File: src/design/gpio_ports_map.vh
// Constants for the shared-pin parallel I/O ports: selects, masks, resets.
`ifndef GPIO_PORTS_MAP_VH
`define GPIO_PORTS_MAP_VH

// Register selects; bit 2 set marks the high-page pin control group.
`define SEL_DATA        3'h0
`define SEL_DIR         3'h1
`define SEL_PULLUP      3'h4
`define SEL_SLEW        3'h5
`define SEL_DRIVE       3'h6
`define SEL_PAGE_BIT    2

// Number of ports and pins per port.
`define NUM_PORTS       3'h7
`define PORT_BITS       8
`define ALL_BITS        56

// Bonded pins, port G in the top byte down to port A in the bottom byte.
`define IMPL_MASK       56'h7f_73_ff_8e_3f_0f_87
// Pins with a shared analog converter input (ports B and D).
`define ANA_MASK        56'h00_00_00_8e_00_0f_00
// Pins whose direction a digital peripheral may take over (ports B to F).
`define ALT_DIR_MASK    56'h00_73_ff_8e_3f_0f_00
// Pins whose output data a digital peripheral may take over (C, E, F).
`define ALT_DATA_MASK   56'h00_73_ff_00_3f_00_00

// Reset values.
`define RST_DATA        56'h00_00_00_00_00_00_00
`define RST_DIR         56'h00_00_00_00_00_00_00
`define RST_PULLUP      56'h00_00_00_00_00_00_00
`define RST_SLEW        `IMPL_MASK
`define RST_DRIVE       56'h00_00_00_00_00_00_00

`endif

File: src/design/pin_sync.v
// Two-stage synchroniser for the asynchronous pin levels.
`timescale 1ns/100ps
module pin_sync #(
	parameter WIDTH = 56
) (
	input  wire             clk,
	input  wire             rst_n,
	input  wire [WIDTH-1:0] async_in,
	output reg  [WIDTH-1:0] sync_out
);

reg [WIDTH-1:0] meta_ff;

// The first stage feeds only the second, so metastability stays contained.
always @(posedge clk) begin
	if (!rst_n) begin
		meta_ff  <= {WIDTH{1'b0}};
		sync_out <= {WIDTH{1'b0}};
	end else begin
		meta_ff  <= async_in;
		sync_out <= meta_ff;
	end
end

endmodule // pin_sync

File: src/design/gpio_ports.v
// Parallel I/O ports A to G with peripheral and analog pin overrides.
`timescale 1ns/100ps
`include "gpio_ports_map.vh"
module gpio_ports (
	input  wire        REF_CLK,
	input  wire        NRST,
	input  wire        WR_STB,
	input  wire [2:0]  WR_SEL,
	input  wire [2:0]  WR_PORT,
	input  wire [7:0]  WR_DATA,
	input  wire        RD_STB,
	input  wire [2:0]  RD_SEL,
	input  wire [2:0]  RD_PORT,
	output reg  [7:0]  RD_DATA,
	output reg         RD_VALID,
	input  wire [55:0] ALT_EN,
	input  wire [55:0] ALT_OUT_EN,
	input  wire [55:0] ALT_OUT_DATA,
	input  wire [55:0] ANA_EN,
	input  wire [55:0] PIN_IN,
	output wire [55:0] PIN_LEVEL,
	output reg  [55:0] PIN_OUT,
	output reg  [55:0] PIN_OE_N,
	output reg  [55:0] PIN_PULLUP,
	output reg  [55:0] PIN_SLEW,
	output reg  [55:0] PIN_DRIVE
);

////////////////////////////////////////////////////////////////////////////////

// Returns the byte of one port; a port number past G reads as zero.
function [7:0] get_byte;
	input [55:0] vec;
	input [2:0]  port;
	integer      i;
	begin
		get_byte = 8'h00;
		for (i = 0; i < 7; i = i + 1) begin
			if (port == i[2:0]) begin
				get_byte = vec[i*8 +: 8];
			end
		end
	end
endfunction

// Replaces one port's byte, keeping unbonded bits at zero.
function [55:0] put_byte;
	input [55:0] vec;
	input [2:0]  port;
	input [7:0]  val;
	integer      i;
	begin
		put_byte = vec;
		for (i = 0; i < 7; i = i + 1) begin
			if (port == i[2:0]) begin
				put_byte[i*8 +: 8] = val & get_byte(`IMPL_MASK, port);
			end
		end
	end
endfunction

////////////////////////////////////////////////////////////////////////////////

reg  [55:0] data_ff;
reg  [55:0] dir_ff;
reg  [55:0] pullup_ff;
reg  [55:0] slew_ff;
reg  [55:0] drive_ff;
reg  [55:0] nxt_data;
reg  [55:0] nxt_dir;
reg  [55:0] nxt_pullup;
reg  [55:0] nxt_slew;
reg  [55:0] nxt_drive;
wire [55:0] pin_sync_q;
wire [55:0] ana_on;
wire [55:0] alt_dir_on;
wire [55:0] alt_data_on;
wire [55:0] out_en;
wire [55:0] out_val;
wire [55:0] read_view;
wire        port_ok_wr;
reg  [7:0]  nxt_rd_data;

pin_sync #(
	.WIDTH    (`ALL_BITS)
) u_pin_sync (
	.clk      (REF_CLK),
	.rst_n    (NRST),
	.async_in (PIN_IN),
	.sync_out (pin_sync_q)
);

assign PIN_LEVEL = pin_sync_q;

////////////////////////////////////////////////////////////////////////////////

// Only bonded pins in ports that share them see overrides; A and G have none.
// Analog enable shuts out digital overrides on the same pin.
assign ana_on      = ANA_EN & `ANA_MASK & `IMPL_MASK;
assign alt_dir_on  = ALT_EN & `ALT_DIR_MASK & `IMPL_MASK &
	~ana_on;

// Direction: analog forces input, an enabled peripheral decides, else the bit.
// Ports B to F share one mask; peripheral identity is the enable source.
assign out_en = ~ana_on & `IMPL_MASK &
	((alt_dir_on & ALT_OUT_EN) |
	(~alt_dir_on & dir_ff));

// Output data from the function only where it owns the data path.
assign alt_data_on = alt_dir_on & ALT_OUT_EN & `ALT_DATA_MASK;
assign out_val     = (alt_data_on & ALT_OUT_DATA) |
	(~alt_data_on & data_ff);

// Read view follows the direction bit even under a peripheral override.
assign read_view = ~ana_on &
	((dir_ff & data_ff) | (~dir_ff & pin_sync_q));

// A write to port seven is dropped so that it never aliases onto port A.
assign port_ok_wr = WR_STB & (WR_PORT < `NUM_PORTS);

////////////////////////////////////////////////////////////////////////////////

always @* begin
	nxt_data   = data_ff;
	nxt_dir    = dir_ff;
	nxt_pullup = pullup_ff;
	nxt_slew   = slew_ff;
	nxt_drive  = drive_ff;
	if (port_ok_wr) begin
		if (!WR_SEL[`SEL_PAGE_BIT]) begin
			// Zero-page group.
			if (WR_SEL == `SEL_DATA) begin
				nxt_data = put_byte(data_ff, WR_PORT, WR_DATA);
			end
			if (WR_SEL == `SEL_DIR) begin
				nxt_dir = put_byte(dir_ff, WR_PORT, WR_DATA);
			end
		end else begin
			// High-page pin control group.
			if (WR_SEL == `SEL_PULLUP) begin
				nxt_pullup = put_byte(pullup_ff, WR_PORT, WR_DATA);
			end
			if (WR_SEL == `SEL_SLEW) begin
				nxt_slew = put_byte(slew_ff, WR_PORT, WR_DATA);
			end
			if (WR_SEL == `SEL_DRIVE) begin
				nxt_drive = put_byte(drive_ff, WR_PORT, WR_DATA);
			end
		end
	end
end

// Unused selects and port seven read as zero, never as stale data.
always @* begin
	nxt_rd_data = 8'h00;
	case (RD_SEL)
		`SEL_DATA:   nxt_rd_data = get_byte(read_view, RD_PORT);
		`SEL_DIR:    nxt_rd_data = get_byte(dir_ff, RD_PORT);
		`SEL_PULLUP: nxt_rd_data = get_byte(pullup_ff, RD_PORT);
		`SEL_SLEW:   nxt_rd_data = get_byte(slew_ff, RD_PORT);
		`SEL_DRIVE:  nxt_rd_data = get_byte(drive_ff, RD_PORT);
		default:     nxt_rd_data = 8'h00;
	endcase
end

////////////////////////////////////////////////////////////////////////////////

// Pin outputs are registered, so pins follow a change one cycle later.
always @(posedge REF_CLK) begin
	if (!NRST) begin
		data_ff    <= `RST_DATA;
		dir_ff     <= `RST_DIR;
		pullup_ff  <= `RST_PULLUP;
		slew_ff    <= `RST_SLEW;
		drive_ff   <= `RST_DRIVE;
		RD_DATA    <= 8'h00;
		RD_VALID   <= 1'b0;
		PIN_OUT    <= 56'h00_00_00_00_00_00_00;
		PIN_OE_N   <= {`ALL_BITS{1'b1}};
		PIN_PULLUP <= `RST_PULLUP;
		PIN_SLEW   <= `RST_SLEW;
		PIN_DRIVE  <= `RST_DRIVE;
	end else begin
		data_ff    <= nxt_data;
		dir_ff     <= nxt_dir;
		pullup_ff  <= nxt_pullup;
		slew_ff    <= nxt_slew;
		drive_ff   <= nxt_drive;
		RD_VALID   <= RD_STB;
		if (RD_STB) begin
			RD_DATA <= nxt_rd_data;
		end
		PIN_OUT    <= out_val & out_en;
		PIN_OE_N   <= ~out_en;
		PIN_PULLUP <= pullup_ff & ~out_en & ~ana_on &
			`IMPL_MASK;
		PIN_SLEW   <= slew_ff;
		PIN_DRIVE  <= drive_ff;
	end
end

endmodule // gpio_ports

File: config.mk
export PLATFORM = sky130hd
export DESIGN_NAME = gpio_ports
export DESIGN_NICKNAME = d
export VERILOG_FILES = /design/src/design/pin_sync.v /design/src/design/gpio_ports.v
export VERILOG_INCLUDE_DIRS = /design/src /design/src/design
export SDC_FILE = /design/constraint.sdc
export NUM_CORES = 1
export LEC_CHECK = 0
export ABC_AREA = 1
export BUFFER_PORTS_ARGS = -buffer_cell sky130_fd_sc_hd__buf_4
export CAP_MARGIN = 5
export CORE_AREA = 3 3 252 254
export CTS_CLUSTER_SIZE = 14
export DETAILED_ROUTE_END_ITERATION = 6
export DIE_AREA = 0 0 255 257
export PLACE_DENSITY = 0.72
export SYNTH_ARGS = -nofsm -noshare
export SYNTH_HDL_FRONTEND = slang
export SYNTH_HIERARCHICAL = 1
export SYNTH_SLANG_ARGS = --single-unit
File: constraint.sdc
create_clock -name REF_CLK -period 2 [get_ports REF_CLK]
set_input_delay 0.4 -clock REF_CLK [delete_from_list [all_inputs] [get_ports REF_CLK]]
set_output_delay 0.4 -clock REF_CLK [all_outputs]
set_load 0.03 [all_outputs]
After elaboration in Yosys (flattened, before gate mapping)
Index checks and enable logic that the tools add are counted.

word-level totals
  register bits = 681
  bits in read-only memories = 0
  logic and storage cells = 331
  output and inout bits = 345
  memories kept = 0
  RAM bits = 0
  bits in latches = 0

cells by class
  divide/modulo/power cells = 0
  $add $sub $neg = 0
  multipliers = 0
  multiplexer cells = 169
  eq/ne operators = 20
  shift-type cells = 0
  reductions and logical operators = 39
  $lt $le $gt $ge = 1
  bitwise operators = 57

operators with widths
  kind                count
  $mux 8              165
  $and 56x56->56      7
  $and 8x8->8         35
  $not 56->56         3
  $or 56x56->56       3
  $reduce_and 4->1    35
  $and 47x56->56      2
  $and 55x55->55      2
  $and 55x56->56      1
  $not 32->56         1
  $not 47->56         1
  $pmux 8 s5          1
  $eq 3x3->1 const B  12
  $eq 3x1->1 const B  4
  $eq 3x2->1 const B  4
  $logic_not 3->1     4
  $mux 7              1
  $mux 6              1
  $mux 4              1
  $lt 3x3->1 const B  1
  $and 1x1->1         1
  $not 1->1           1

Depth between registers and ports, before layout
Gate-level depths: netlist of the first run.

  depth after elaboration = 12
  depth in mapped cells = 15
  mapped depth without buffers = 13

By module
Netlist of the first run, hierarchy kept.

by module, submodules not included
  module      area each (µm²)  instances  cells each
  gpio_ports  19580.0          1          2617
  pin_sync    3163.0           1          348

Least setup slack after synthesis of the first run
No wires, ideal clock.

  path kind = input to register
  start point = input port RD_PORT[1]
  end point = register RD_DATA[7]
  path buffers = 2
  setup slack = 0.339 ns
  stages on the path = 12
  setup time = 0.132 ns
  data arrival time = 1.529 ns
  cell sequence = buf_6 inv_4 nand2_4 nor2_4 buf_2 o21ai_0 a211oi_1 nor2_1 nand2_1 nand2_1 nand2_1 a21oi_1

between the ends
  longest elaborated chain between the ends = 9
  elaborated cells on any way between the ends = 43
  those cells by class = eq/ne: 6; mux: 36; reduce/logical: 1

RTL lines
  element               line              source
  start, declared       gpio_ports.v:13   input wire [2:0] RD_PORT,
  $logic_not 3->1       gpio_ports.v:39   if (port == i[2:0]) begin
  $mux 8 (7 in a row)   gpio_ports.v:39
  $pmux 8 s5 (*)        gpio_ports.v:156  case (RD_SEL)
  end signal, assigned  gpio_ports.v:191  RD_DATA <= nxt_rd_data;
  end, declared         gpio_ports.v:14   output reg [7:0] RD_DATA,

Every way passes the cells marked *; elsewhere a longest branch is shown, timed or not.
A chain may end at the register's enable or synchronous reset.

Final worst setup path of the first run
  start point = register dir_ff[10]
  end point = register RD_DATA[2]

between the ends
  longest elaborated chain between the ends = 11
  elaborated cells on any way between the ends = 18
  those cells by class = mux: 13; bitwise: 5

RTL lines
  element                 line              source
  start, declared         gpio_ports.v:65   reg [55:0] dir_ff;
  start signal, assigned  gpio_ports.v:172  dir_ff <= `RST_DIR;
  start signal, assigned  gpio_ports.v:185  dir_ff <= nxt_dir;
  $not 56->56             gpio_ports.v:116  ((dir_ff & data_ff) | (~dir_ff & pin_sync_q));
  $and 56x56->56          gpio_ports.v:116
  $or 56x56->56           gpio_ports.v:116
  $and 56x56->56          gpio_ports.v:115  assign read_view = ~ana_on &
  $mux 8 (6 in a row)     gpio_ports.v:39
  $pmux 8 s5 (*)          gpio_ports.v:156

Marks and branches as above.

==> results of run 1 <==
==> state kept, by name, summed over array words and instances, names as in the netlist <==
signal and cells:
RD_DATA 8, PIN_OE_N 38, slew_ff 54, PIN_OUT 38, PIN_PULLUP 38, u_pin_sync/sync_out 56, data_ff 54, pullup_ff 54
drive_ff 54, dir_ff 54, u_pin_sync/meta_ff 56, PIN_DRIVE 54, PIN_SLEW 54, RD_VALID 1
==> layer usage <==
metal / track usage / vias to the layer above / share of wire
li1: - / 10305 / -
met1: 0.326 / 9637 / 0.42
met2: 0.398 / 903 / 0.46
met3: 0.0444 / 155 / 0.079
met4: 0.104 / 0 / 0.040
met5: 0 / - / 0
==> layout make-up <==
| cell class | count | share of cell area |
|---|---|---|
| flip-flops and latches | 613 | 0.401 |
| multi-input cells | 1756 | 0.256 |
| repair buffers | 668 | 0.179 |
| clock buffers | 89 | 0.0628 |
| inverters | 457 | 0.0563 |
| well taps | 790 | 0.0323 |
| clock inverters | 32 | 0.0138 |
==> timing repair <==
action                                  in CTS  in global routing
endpoints found under the setup margin       0                  0
hold endpoints to repair                    60                  0
resized for setup                            0                  0
hold buffers                                60                  0
==> final timing paths <==
path	start	end	depth (start not counted)
worst min register to register	u_pin_sync/meta_ff[7]	u_pin_sync/sync_out[7]	2
worst max register to register	dir_ff[10]	RD_DATA[2]	14
worst min-delay path	ANA_EN[9]	PIN_OE_N[9]	3
worst max-delay path	dir_ff[10]	RD_DATA[2]	14
==> cells by family (layout without fill, tap and decap cells) <==
logic type	after synthesis	after routing	share of synthesized area
simple gates	1204	1204	0.218
buf+inv	652	1246	0.125
mux	1	1	0.000440
flops	613	613	0.540
other cells	2	58	0.000330
compound gates	493	493	0.117
==> critical path, stage by stage, from the launching register on <==
cell and delay, ps:
dfxtp_1 470, inv_1 70, nand2_1 60, nand2_1 40, nand3_1 120, nand3_1 190, o21ai_0 220, buf_4 140
nand2_1 110, nand2_1 80, nand2_1 50, inv_1 50, nand2_1 40, nand2_1 50, a21oi_1 50
==> cell usage after synthesis (all sizes together) <==
cell     number
conb          2
nand2       744
clkinv        1
nor2        270
a21oi       187
or2           4
o211ai       38
nand3        74
o22ai         1
o21ai       236
o2111ai       8
dfxtp       613
clkbuf       63
mux2i         1
o21bai        5
nor3b        13
nand4        23
a31oi         7
inv         456
nor3         76
a211oi       10
buf         132
o31ai         1
==> placed cells by master (no fill, tap or decap), types with 5 or more instances in the layout <==
| cell | instances |
|---|---|
| o21ai_1 | 14 |
| nor2_2 | 5 |
| a21oi_1 | 187 |
| buf_4 | 583 |
| inv_6 | 6 |
| nor3_1 | 75 |
| clkbuf_8 | 10 |
| nand3_1 | 72 |
| a31oi_1 | 7 |
| o21bai_1 | 5 |
| o21ai_0 | 222 |
| clkinv_2 | 14 |
| a211oi_1 | 9 |
| nand2_1 | 740 |
| bufinv_16 | 9 |
| inv_1 | 441 |
| dlygate4sd3_1 | 60 |
| o2111ai_1 | 8 |
| clkbuf_16 | 70 |
| nand4_1 | 23 |
| nor2_1 | 259 |
| nor3b_1 | 13 |
| o211ai_1 | 38 |
| dfxtp_1 | 613 |
| clkbuf_1 | 9 |
| inv_2 | 11 |
| conb_1 | 58 |
| buf_12 | 24 |
==> per-stage QoR <==
step	instances	worst slack (ps)	power, W	cell area, um2
CTS	4405	158	0.0280	30600
detailed placement	4224	-331	0.0148	27700
global placement	4224	-326	0.0148	27700
finish	4405	112	0.0278	30600
floorplan	3021	339	0.0139	23000
global route	4405	15.0	0.0287	30600
==> power breakdown <==
| group | internal, W | switching [W] | total, W |
|---|---|---|---|
| Sequential | 0.0124 | 0.000100 | 0.0125 |
| Clock | 0.00797 | 0.00516 | 0.0131 |
| Combinational | 0.000777 | 0.00137 | 0.00215 |
| Total | 0.0211 | 0.00663 | 0.0278 |
==> impl_metrics.toml, run 1 <==
[final_layout]
areaGrowthSynthToFinish_pct = 34.7
antenna_cells = 0
multi_input_area_um2 = 7830
final-seq-area_um2 = 12300
fillerInstances = 5880
drive_gt1_frac = 0.210
final_nets = 3868
fin_util = 0.498

[critical_path]
crit_path_end_kind = "flop"
cp-start-kind = "flop"
critPathArrivalTime_ps = 2360
crit_fanout = 5
rrSetupSlack_ps = 110
critical_path_class = "reg -> reg"
cp_data_required_time_ps = 2480

[timing]
hold_ws_ps = 43.5
slew_violations = 0
clock_skew_ps = 27.5
setup_tns_ps = 0
finalHoldViolations = 0
worst_pin_slew_ps = 1130
finalCriticalPeriod_ps = 1890
max_slew_margin = 0.243
post-route-period-util = 0.944
rsz0062_at_grt = "false"
setup_viol = 0
max_clock_freq_mhz = 530

[placed_design]
gp_congestion = 0.928
io_buffers = 447
hpwl_um = 63100

[floorplan]
rows = 91
die_h_um = 257
die_area_um2 = 65500
initial_core_util = 0.370
core_um2 = 61500
num_io_pins = 649
dieWidth_um = 255

[min_path]
hp-class = "in -> reg"

[cts]
insertion_delay_ps = 600
cts_buffers = 68
cts_htree_levels = 3
clkTransAtPathRegs_ps = 60
clock_path_buffers = 3
cts_setup_buffers = 0
cts_sinks = 613
cts_tree = "built"
root_buffer = "clkbuf_16"

[yosys]
ys.warnings.count = 6
ys_types = 39
synth.avg_cell_area_um2 = 7.67
yosysTopAreaCellShare = 0.540
synth_seq_cells = 613
syn_inst = 2965
syn-cell-area_um2 = 22700
yosys.area.top_type = "dfxtp_1"
synth_seq_area_share = 0.540
ys_top_cells_by_area = "dfxtp_1, nand2_1, inv_1"

[detailed_routing]
viasPerCell = 4.77
routed-via-count = 21000
wl_um = 82700
routedWlPerCell_um = 18.8
ant_nets = 0
drtPass1Iterations = 6
drc = 0
detail_route.iter0.violations = 1735

[pwr]
peakVddDrop_mv = 0.665
power_density_nw_per_um2 = 906
leakagePower_nw = 15.0

[global_route]
grt_pass1_vias = 19866
grt_pass1_wl_um = 122000
overflow = 0
antenna_found_initial = 0
grt_usage = 0.247
grt_max_degree = 119

[run]
max-cap-violations = 0

[outcome]
status = "finished clean"
Power figures use the tool's default switching activity.
==> inputs of run 2 (changes only) <==
--- a/config.mk
+++ b/config.mk
@@ -9,11 +9,11 @@
 export ABC_AREA = 1
 export BUFFER_PORTS_ARGS = -buffer_cell sky130_fd_sc_hd__buf_4
 export CAP_MARGIN = 5
-export CORE_AREA = 3 3 252 254
+export CORE_AREA = 3 3 254 256
 export CTS_CLUSTER_SIZE = 14
 export DETAILED_ROUTE_END_ITERATION = 6
-export DIE_AREA = 0 0 255 257
-export PLACE_DENSITY = 0.72
+export DIE_AREA = 0 0 257 259
+export PLACE_DENSITY = 0.71
 export SYNTH_ARGS = -nofsm -noshare
 export SYNTH_HDL_FRONTEND = slang
 export SYNTH_HIERARCHICAL = 1
==> constraint.sdc (replaced) <==
create_clock -name REF_CLK -period 2 [get_ports REF_CLK]
set_input_delay 0.4 -clock REF_CLK [delete_from_list [all_inputs] [get_ports REF_CLK]]
set_output_delay 0.4 -clock REF_CLK [all_outputs]
set_load 0.01 [all_outputs]
==> run 2 against run 1 <==
Die area increased by 1.6%. Global-route usage down 0.93 points. Count of clock-buffer cells in the layout unchanged. Via count shrank 0.25%. Hold slack improved by 5.5 ps. Worst setup slack gained 27 ps. Non-clock buffer count shrank 9. Sequential cell count unchanged. Clock power hardly changed. Clock skew increased by 4.1 ps. Critical path depth decreased by 4. Critical path type unchanged.
==> impl_metrics.toml, run 2 (synthesis results as in run 1) <==
[timing]
finalHoldViolations = 0
worst_slack_ps = 139
max_slew_margin = 0.333
clock_skew_ps = 31.6
max_clock_freq_mhz = 537
setup_viol = 0
rsz0062_at_grt = "false"
post-route-period-util = 0.931
worst_pin_slew_ps = 997
slew_violations = 0
finalCriticalPeriod_ps = 1860
setup_tns_ps = 0

[cts]
cts_htree_levels = 3
clkTransAtPathRegs_ps = 60
clock_path_buffers = 3
insertion_delay_ps = 600
cts_setup_buffers = 0
cts_tree = "built"
cts_sinks = 613
cts_buffers = 67
root_buffer = "clkbuf_16"

[critical_path]
cp_data_required_time_ps = 2470
crit_fanout = 2
rrSetupSlack_ps = 140
reg2reg_to = "RD_DATA[0]"
setup.worst_path.start = "u_pin_sync/sync_out[24]"
reg2reg_depth = 10
critical_path_class = "reg -> reg"
r2r-start = "u_pin_sync/sync_out[24]"
crit_path_end_kind = "flop"
cp-start-kind = "flop"
critPathArrivalTime_ps = 2330

[final_layout]
fin_util = 0.489
reg.largest.list = "u_pin_sync/meta_ff x56, u_pin_sync/sync_out x56"
final_cells = 4450
final_common_cell = "nand2_1"
areaGrowthSynthToFinish_pct = 34.8
layout_common_cells = "nand2_1, dfxtp_1, buf_4, inv_1, nor2_1"
drive_gt1_frac = 0.209
final_nets = 3858

[placed_design]
io_buffers = 447
gp_congestion = 0.927
hpwl_um = 62800
dp.cells = 4273
pre_cts_ws_ps = -489

[floorplan]
num_io_pins = 649
dieWidth_um = 257
die_area_um2 = 66600
initial_core_util = 0.363
core_um2 = 62700
rows = 92
die_h_um = 259

[detailed_routing]
met3_length_um = 6800
wirelength_met1_um = 34100
detail_route.iter0.violations = 1744
topRoutingLayerUsed = "met5"
routed-via-count = 20947
met2_wirelength_um = 38500
ant_nets = 0
drtPass1Iterations = 6
routedWlPerCell_um = 18.5
drc = 0
viasPerCell = 4.71
wl_um = 82100

[min_path]
hp-class = "in -> reg"
min_to = "PIN_OE_N[31]"
min_from = "ANA_EN[31]"
holdPathStages = 3

[pwr]
leakagePower_nw = 15.0
peakVddDrop_mv = 0.570
power_density_nw_per_um2 = 889

[global_route]
grt_usage = 0.238
grt_pass1_vias = 19329
overflow = 0
grt_max_degree = 110
grt_pass1_wl_um = 119000
antenna_found_initial = 4

[outcome]
status = "finished clean"

[run]
max-cap-violations = 0
==> run 2: per-stage QoR <==
step / hold slack (ps) / cell area, um2 / power [W]
after floorplan: 371 / 23000 / 0.0136
after global placement: 391 / 27800 / 0.0146
after detailed placement: 396 / 27800 / 0.0146
after CTS: 1.87 / 30600 / 0.0275
after global routing: 30.4 / 30700 / 0.0281
final: 49.0 / 30700 / 0.0273
==> run 2: worst max path at each step <==
| stage | end | slack (ps) | cells after the start |
|---|---|---|---|
| floorplan | RD_DATA[7] | 340 | 12 |
| global placement | RD_DATA[0] | -490 | 13 |
| detailed placement | RD_DATA[0] | -490 | 13 |
| CTS | RD_DATA[0] | 50 | 10 |
| global route | RD_DATA[0] | 50 | 11 |
| finish | RD_DATA[0] | 140 | 10 |
==> run 2: critical path, stage by stage (launching register included) <==
cell	delay, ps
dfxtp_1	370
nand2_1	100
nand2_1	60
a21oi_1	280
nand4_1	310
nand2_1	180
nand2_1	120
nand2_1	80
nand2_1	50
o21ai_1	130
a21oi_1	70
==> run 2: metal layers <==
layer	up-vias	GRT usage
met5	-	0
met4	8	0.0872
met3	138	0.0514
met2	889	0.398
met1	9618	0.302
li1	10294	-
==> run 2: layout make-up <==
type,instances,area [um2]
sequential,613,12300
timing repair buffer,659,5460
inverter,457,1730
antenna,2,5.00
clock buffer,89,1950
fill,5921,32100
clock inverter,28,349
multi-input combinational,1756,7830
tap,846,1060
==> run 2: repair_timing <==
action | CTS | global route
endpoints found under the setup margin | 0 | 1
endpoints found under the hold margin | 58 | 0
hold buffers | 58 | 0
gates resized for setup | 0 | 1
==> run 2: power by group <==
group | internal, W | total [W] | switching [W]
Clock | 0.00777 | 0.0128 | 0.00507
Combinational | 0.000784 | 0.00193 | 0.00114
Sequential | 0.0124 | 0.0125 | 0.0000991
==> inputs of run 3 (changes only) <==
--- a/config.mk
+++ b/config.mk
@@ -13,6 +13,7 @@
 export CTS_CLUSTER_SIZE = 14
 export DETAILED_ROUTE_END_ITERATION = 6
 export DIE_AREA = 0 0 257 259
+export GPL_ROUTABILITY_DRIVEN = 0
 export PLACE_DENSITY = 0.71
 export SYNTH_ARGS = -nofsm -noshare
 export SYNTH_HDL_FRONTEND = slang
==> constraint.sdc (replaced) <==
create_clock -name REF_CLK -period 2 [get_ports REF_CLK]
set_input_delay 0.1 -clock REF_CLK [delete_from_list [all_inputs] [get_ports REF_CLK]]
set_output_delay 0.1 -clock REF_CLK [all_outputs]
set_load 0.01 [all_outputs]
==> run 3 against run 2 <==
Sequential share of layout area shrank 0.88 points. Clock skew about the same. Worst setup slack got worse by 23 ps. Critical endpoint is now PIN_OUT[18].
==> impl_metrics.toml, run 3 (synthesis results as in run 1) <==
[timing]
setup_tns_ps = 0
setup_viol = 0
worst_pin_slew_ps = 996
slew_violations = 0
finalHoldViolations = 0
max_slew_margin = 0.333
rsz0062_at_grt = "false"
finalCriticalPeriod_ps = 1880
post-route-period-util = 0.942
max_clock_freq_mhz = 531
clock_skew_ps = 31.5

[pwr]
leakagePower_nw = 15.2
power_density_nw_per_um2 = 873
peakVddDrop_mv = 0.658

[cts]
cts_htree_levels = 3
clkTransAtPathRegs_ps = 60
root_buffer = "clkbuf_16"
cts_tree = "built"
cts_buffers = 68
clock_path_buffers = 3
insertion_delay_ps = 600
cts_sinks = 613

[floorplan]
core_um2 = 62700
dieWidth_um = 257
initial_core_util = 0.363
num_io_pins = 649
die_h_um = 259
rows = 92
die_area_um2 = 66600

[global_route]
grt_pass1_wl_um = 124000
antenna_found_initial = 3
grt_max_degree = 137
grt_usage = 0.246
overflow = 0
grt_pass1_vias = 20412

[min_path]
hp-class = "in -> reg"

[final_layout]
final_nets = 3933
fillerInstances = 5850
multi_input_area_um2 = 7830
reg.largest.list = "u_pin_sync/meta_ff x56, u_pin_sync/sync_out x56"
final-seq-area_um2 = 12300
areaGrowthSynthToFinish_pct = 37.8
drive_gt1_frac = 0.187
layout_common_cells = "nand2_1, dfxtp_1, buf_4, inv_1, nor2_1"
fin_util = 0.500
final_common_cell = "nand2_1"

[critical_path]
path_buf_inv = 4
cpMostUsedCell = "dlygate4sd3_1"
critical_path_class = "in -> reg"
crit_path_end_kind = "flop"
cp_data_required_time_ps = 2520
cp_top_family = "buffers and inverters"
cp-start-kind = "input pin"
cpPeakStageDelay_ps = 570
crit_fanout = 3
cpMaxStageDelayCell = "dlygate4sd3_1"
crit_chain = "dlygate4sd3_1, buf_4, nand2_1, dlygate4sd3_1, o21ai_0, nand2_1, a21oi_1, dlygate4sd3_1"
critPathArrivalTime_ps = 2410

[placed_design]
hpwl_um = 62200
io_buffers = 447

[detailed_routing]
detail_route.iter0.violations = 2017
routed-via-count = 21566
drc = 0
wl_um = 84700
drtPass1Iterations = 7
ant_nets = 0
routedWlPerCell_um = 18.7
viasPerCell = 4.77

[run]
max-cap-violations = 0

[outcome]
status = "finished clean"
run 3: cell count changes in the layout (fill, tap and decap cells not counted):
cell / before / now
clkbuf_1: 5 / 13
dlygate4sd3_1: 58 / 189
clkinv_2: 10 / 8
clkinvlp_4: 6 / 1
buf_12: 29 / 15
clkbuf_8: 15 / 14
bufinv_16: 7 / 6
diode_2: 2 / 1
clkbuf_16: 69 / 71
o21ai_2: 1 / 0
o21ai_1: 13 / 14
buf_4: 571 / 528
run 3: tightest hold or removal path, cell delays in order:
cell and delay, ps:
buf_4 120, nand3_1 110, buf_4 150, nor3_1 50, nor2_1 80
run 3: final timing paths:
| check | start | to | slack, ps | cells after the start |
|---|---|---|---|---|
| worst min register to register | u_pin_sync/meta_ff[41] | u_pin_sync/sync_out[41] | 410 | 2 |
| worst max-delay path | ALT_EN[18] | PIN_OUT[18] | 120 | 8 |
| worst min-delay path | WR_SEL[1] | drive_ff[38] | 30 | 5 |
| worst max register to register | dir_ff[20] | RD_DATA[4] | 190 | 11 |
run 3: metal layers:
| layer | vias up | routed length, um | track usage |
|---|---|---|---|
| li1 | 10438 | - | - |
| met1 | 9959 | 34400 | 0.310 |
| met2 | 1010 | 39900 | 0.412 |
| met3 | 155 | 7270 | 0.0501 |
| met4 | 4 | 3150 | 0.0987 |
| met5 | - | 23 | 0 |
run 3: power by group:
| group | leakage [nW] | switching [W] | internal [W] | total [W] |
|---|---|---|---|---|
| combinational | 9.11 | 0.00119 | 0.000841 | 0.00203 |
| sequential | 4.97 | 0.000100 | 0.0124 | 0.0125 |
| clock | 1.13 | 0.00507 | 0.00779 | 0.0129 |
run 3: area by class of cell:
| class | count | share of cell area |
|---|---|---|
| Sequential cell | 613 | 0.391 |
| Multi-Input combinational cell | 1756 | 0.250 |
| Timing Repair Buffer | 733 | 0.197 |
| Clock buffer | 98 | 0.0644 |
| Inverter | 457 | 0.0550 |
| Tap cell | 846 | 0.0338 |
| Clock inverter | 20 | 0.00866 |
| Antenna cell | 1 | 0.0000798 |
run 3: per-stage QoR:
stage | total power, W | setup WS [ps] | instance area [um2] | cells | hold slack [ps]
finish | 0.0274 | 115 | 31300 | 4524 | 34.3
global route | 0.0283 | 33.1 | 31300 | 4524 | 45.7
CTS | 0.0276 | 144 | 31300 | 4523 | 6.31
detailed placement | 0.0145 | -98.0 | 27200 | 4216 | 284
global placement | 0.0145 | -119 | 27200 | 4216 | 280
floorplan | 0.0136 | 639 | 23000 | 3021 | 198
run 3: what timing repair did:
item / CTS / global route
endpoints found under the hold margin: 203 / 0
hold buffers: 189 / 0
setup buffers: 0 / 0
gates resized for setup: 0 / 0
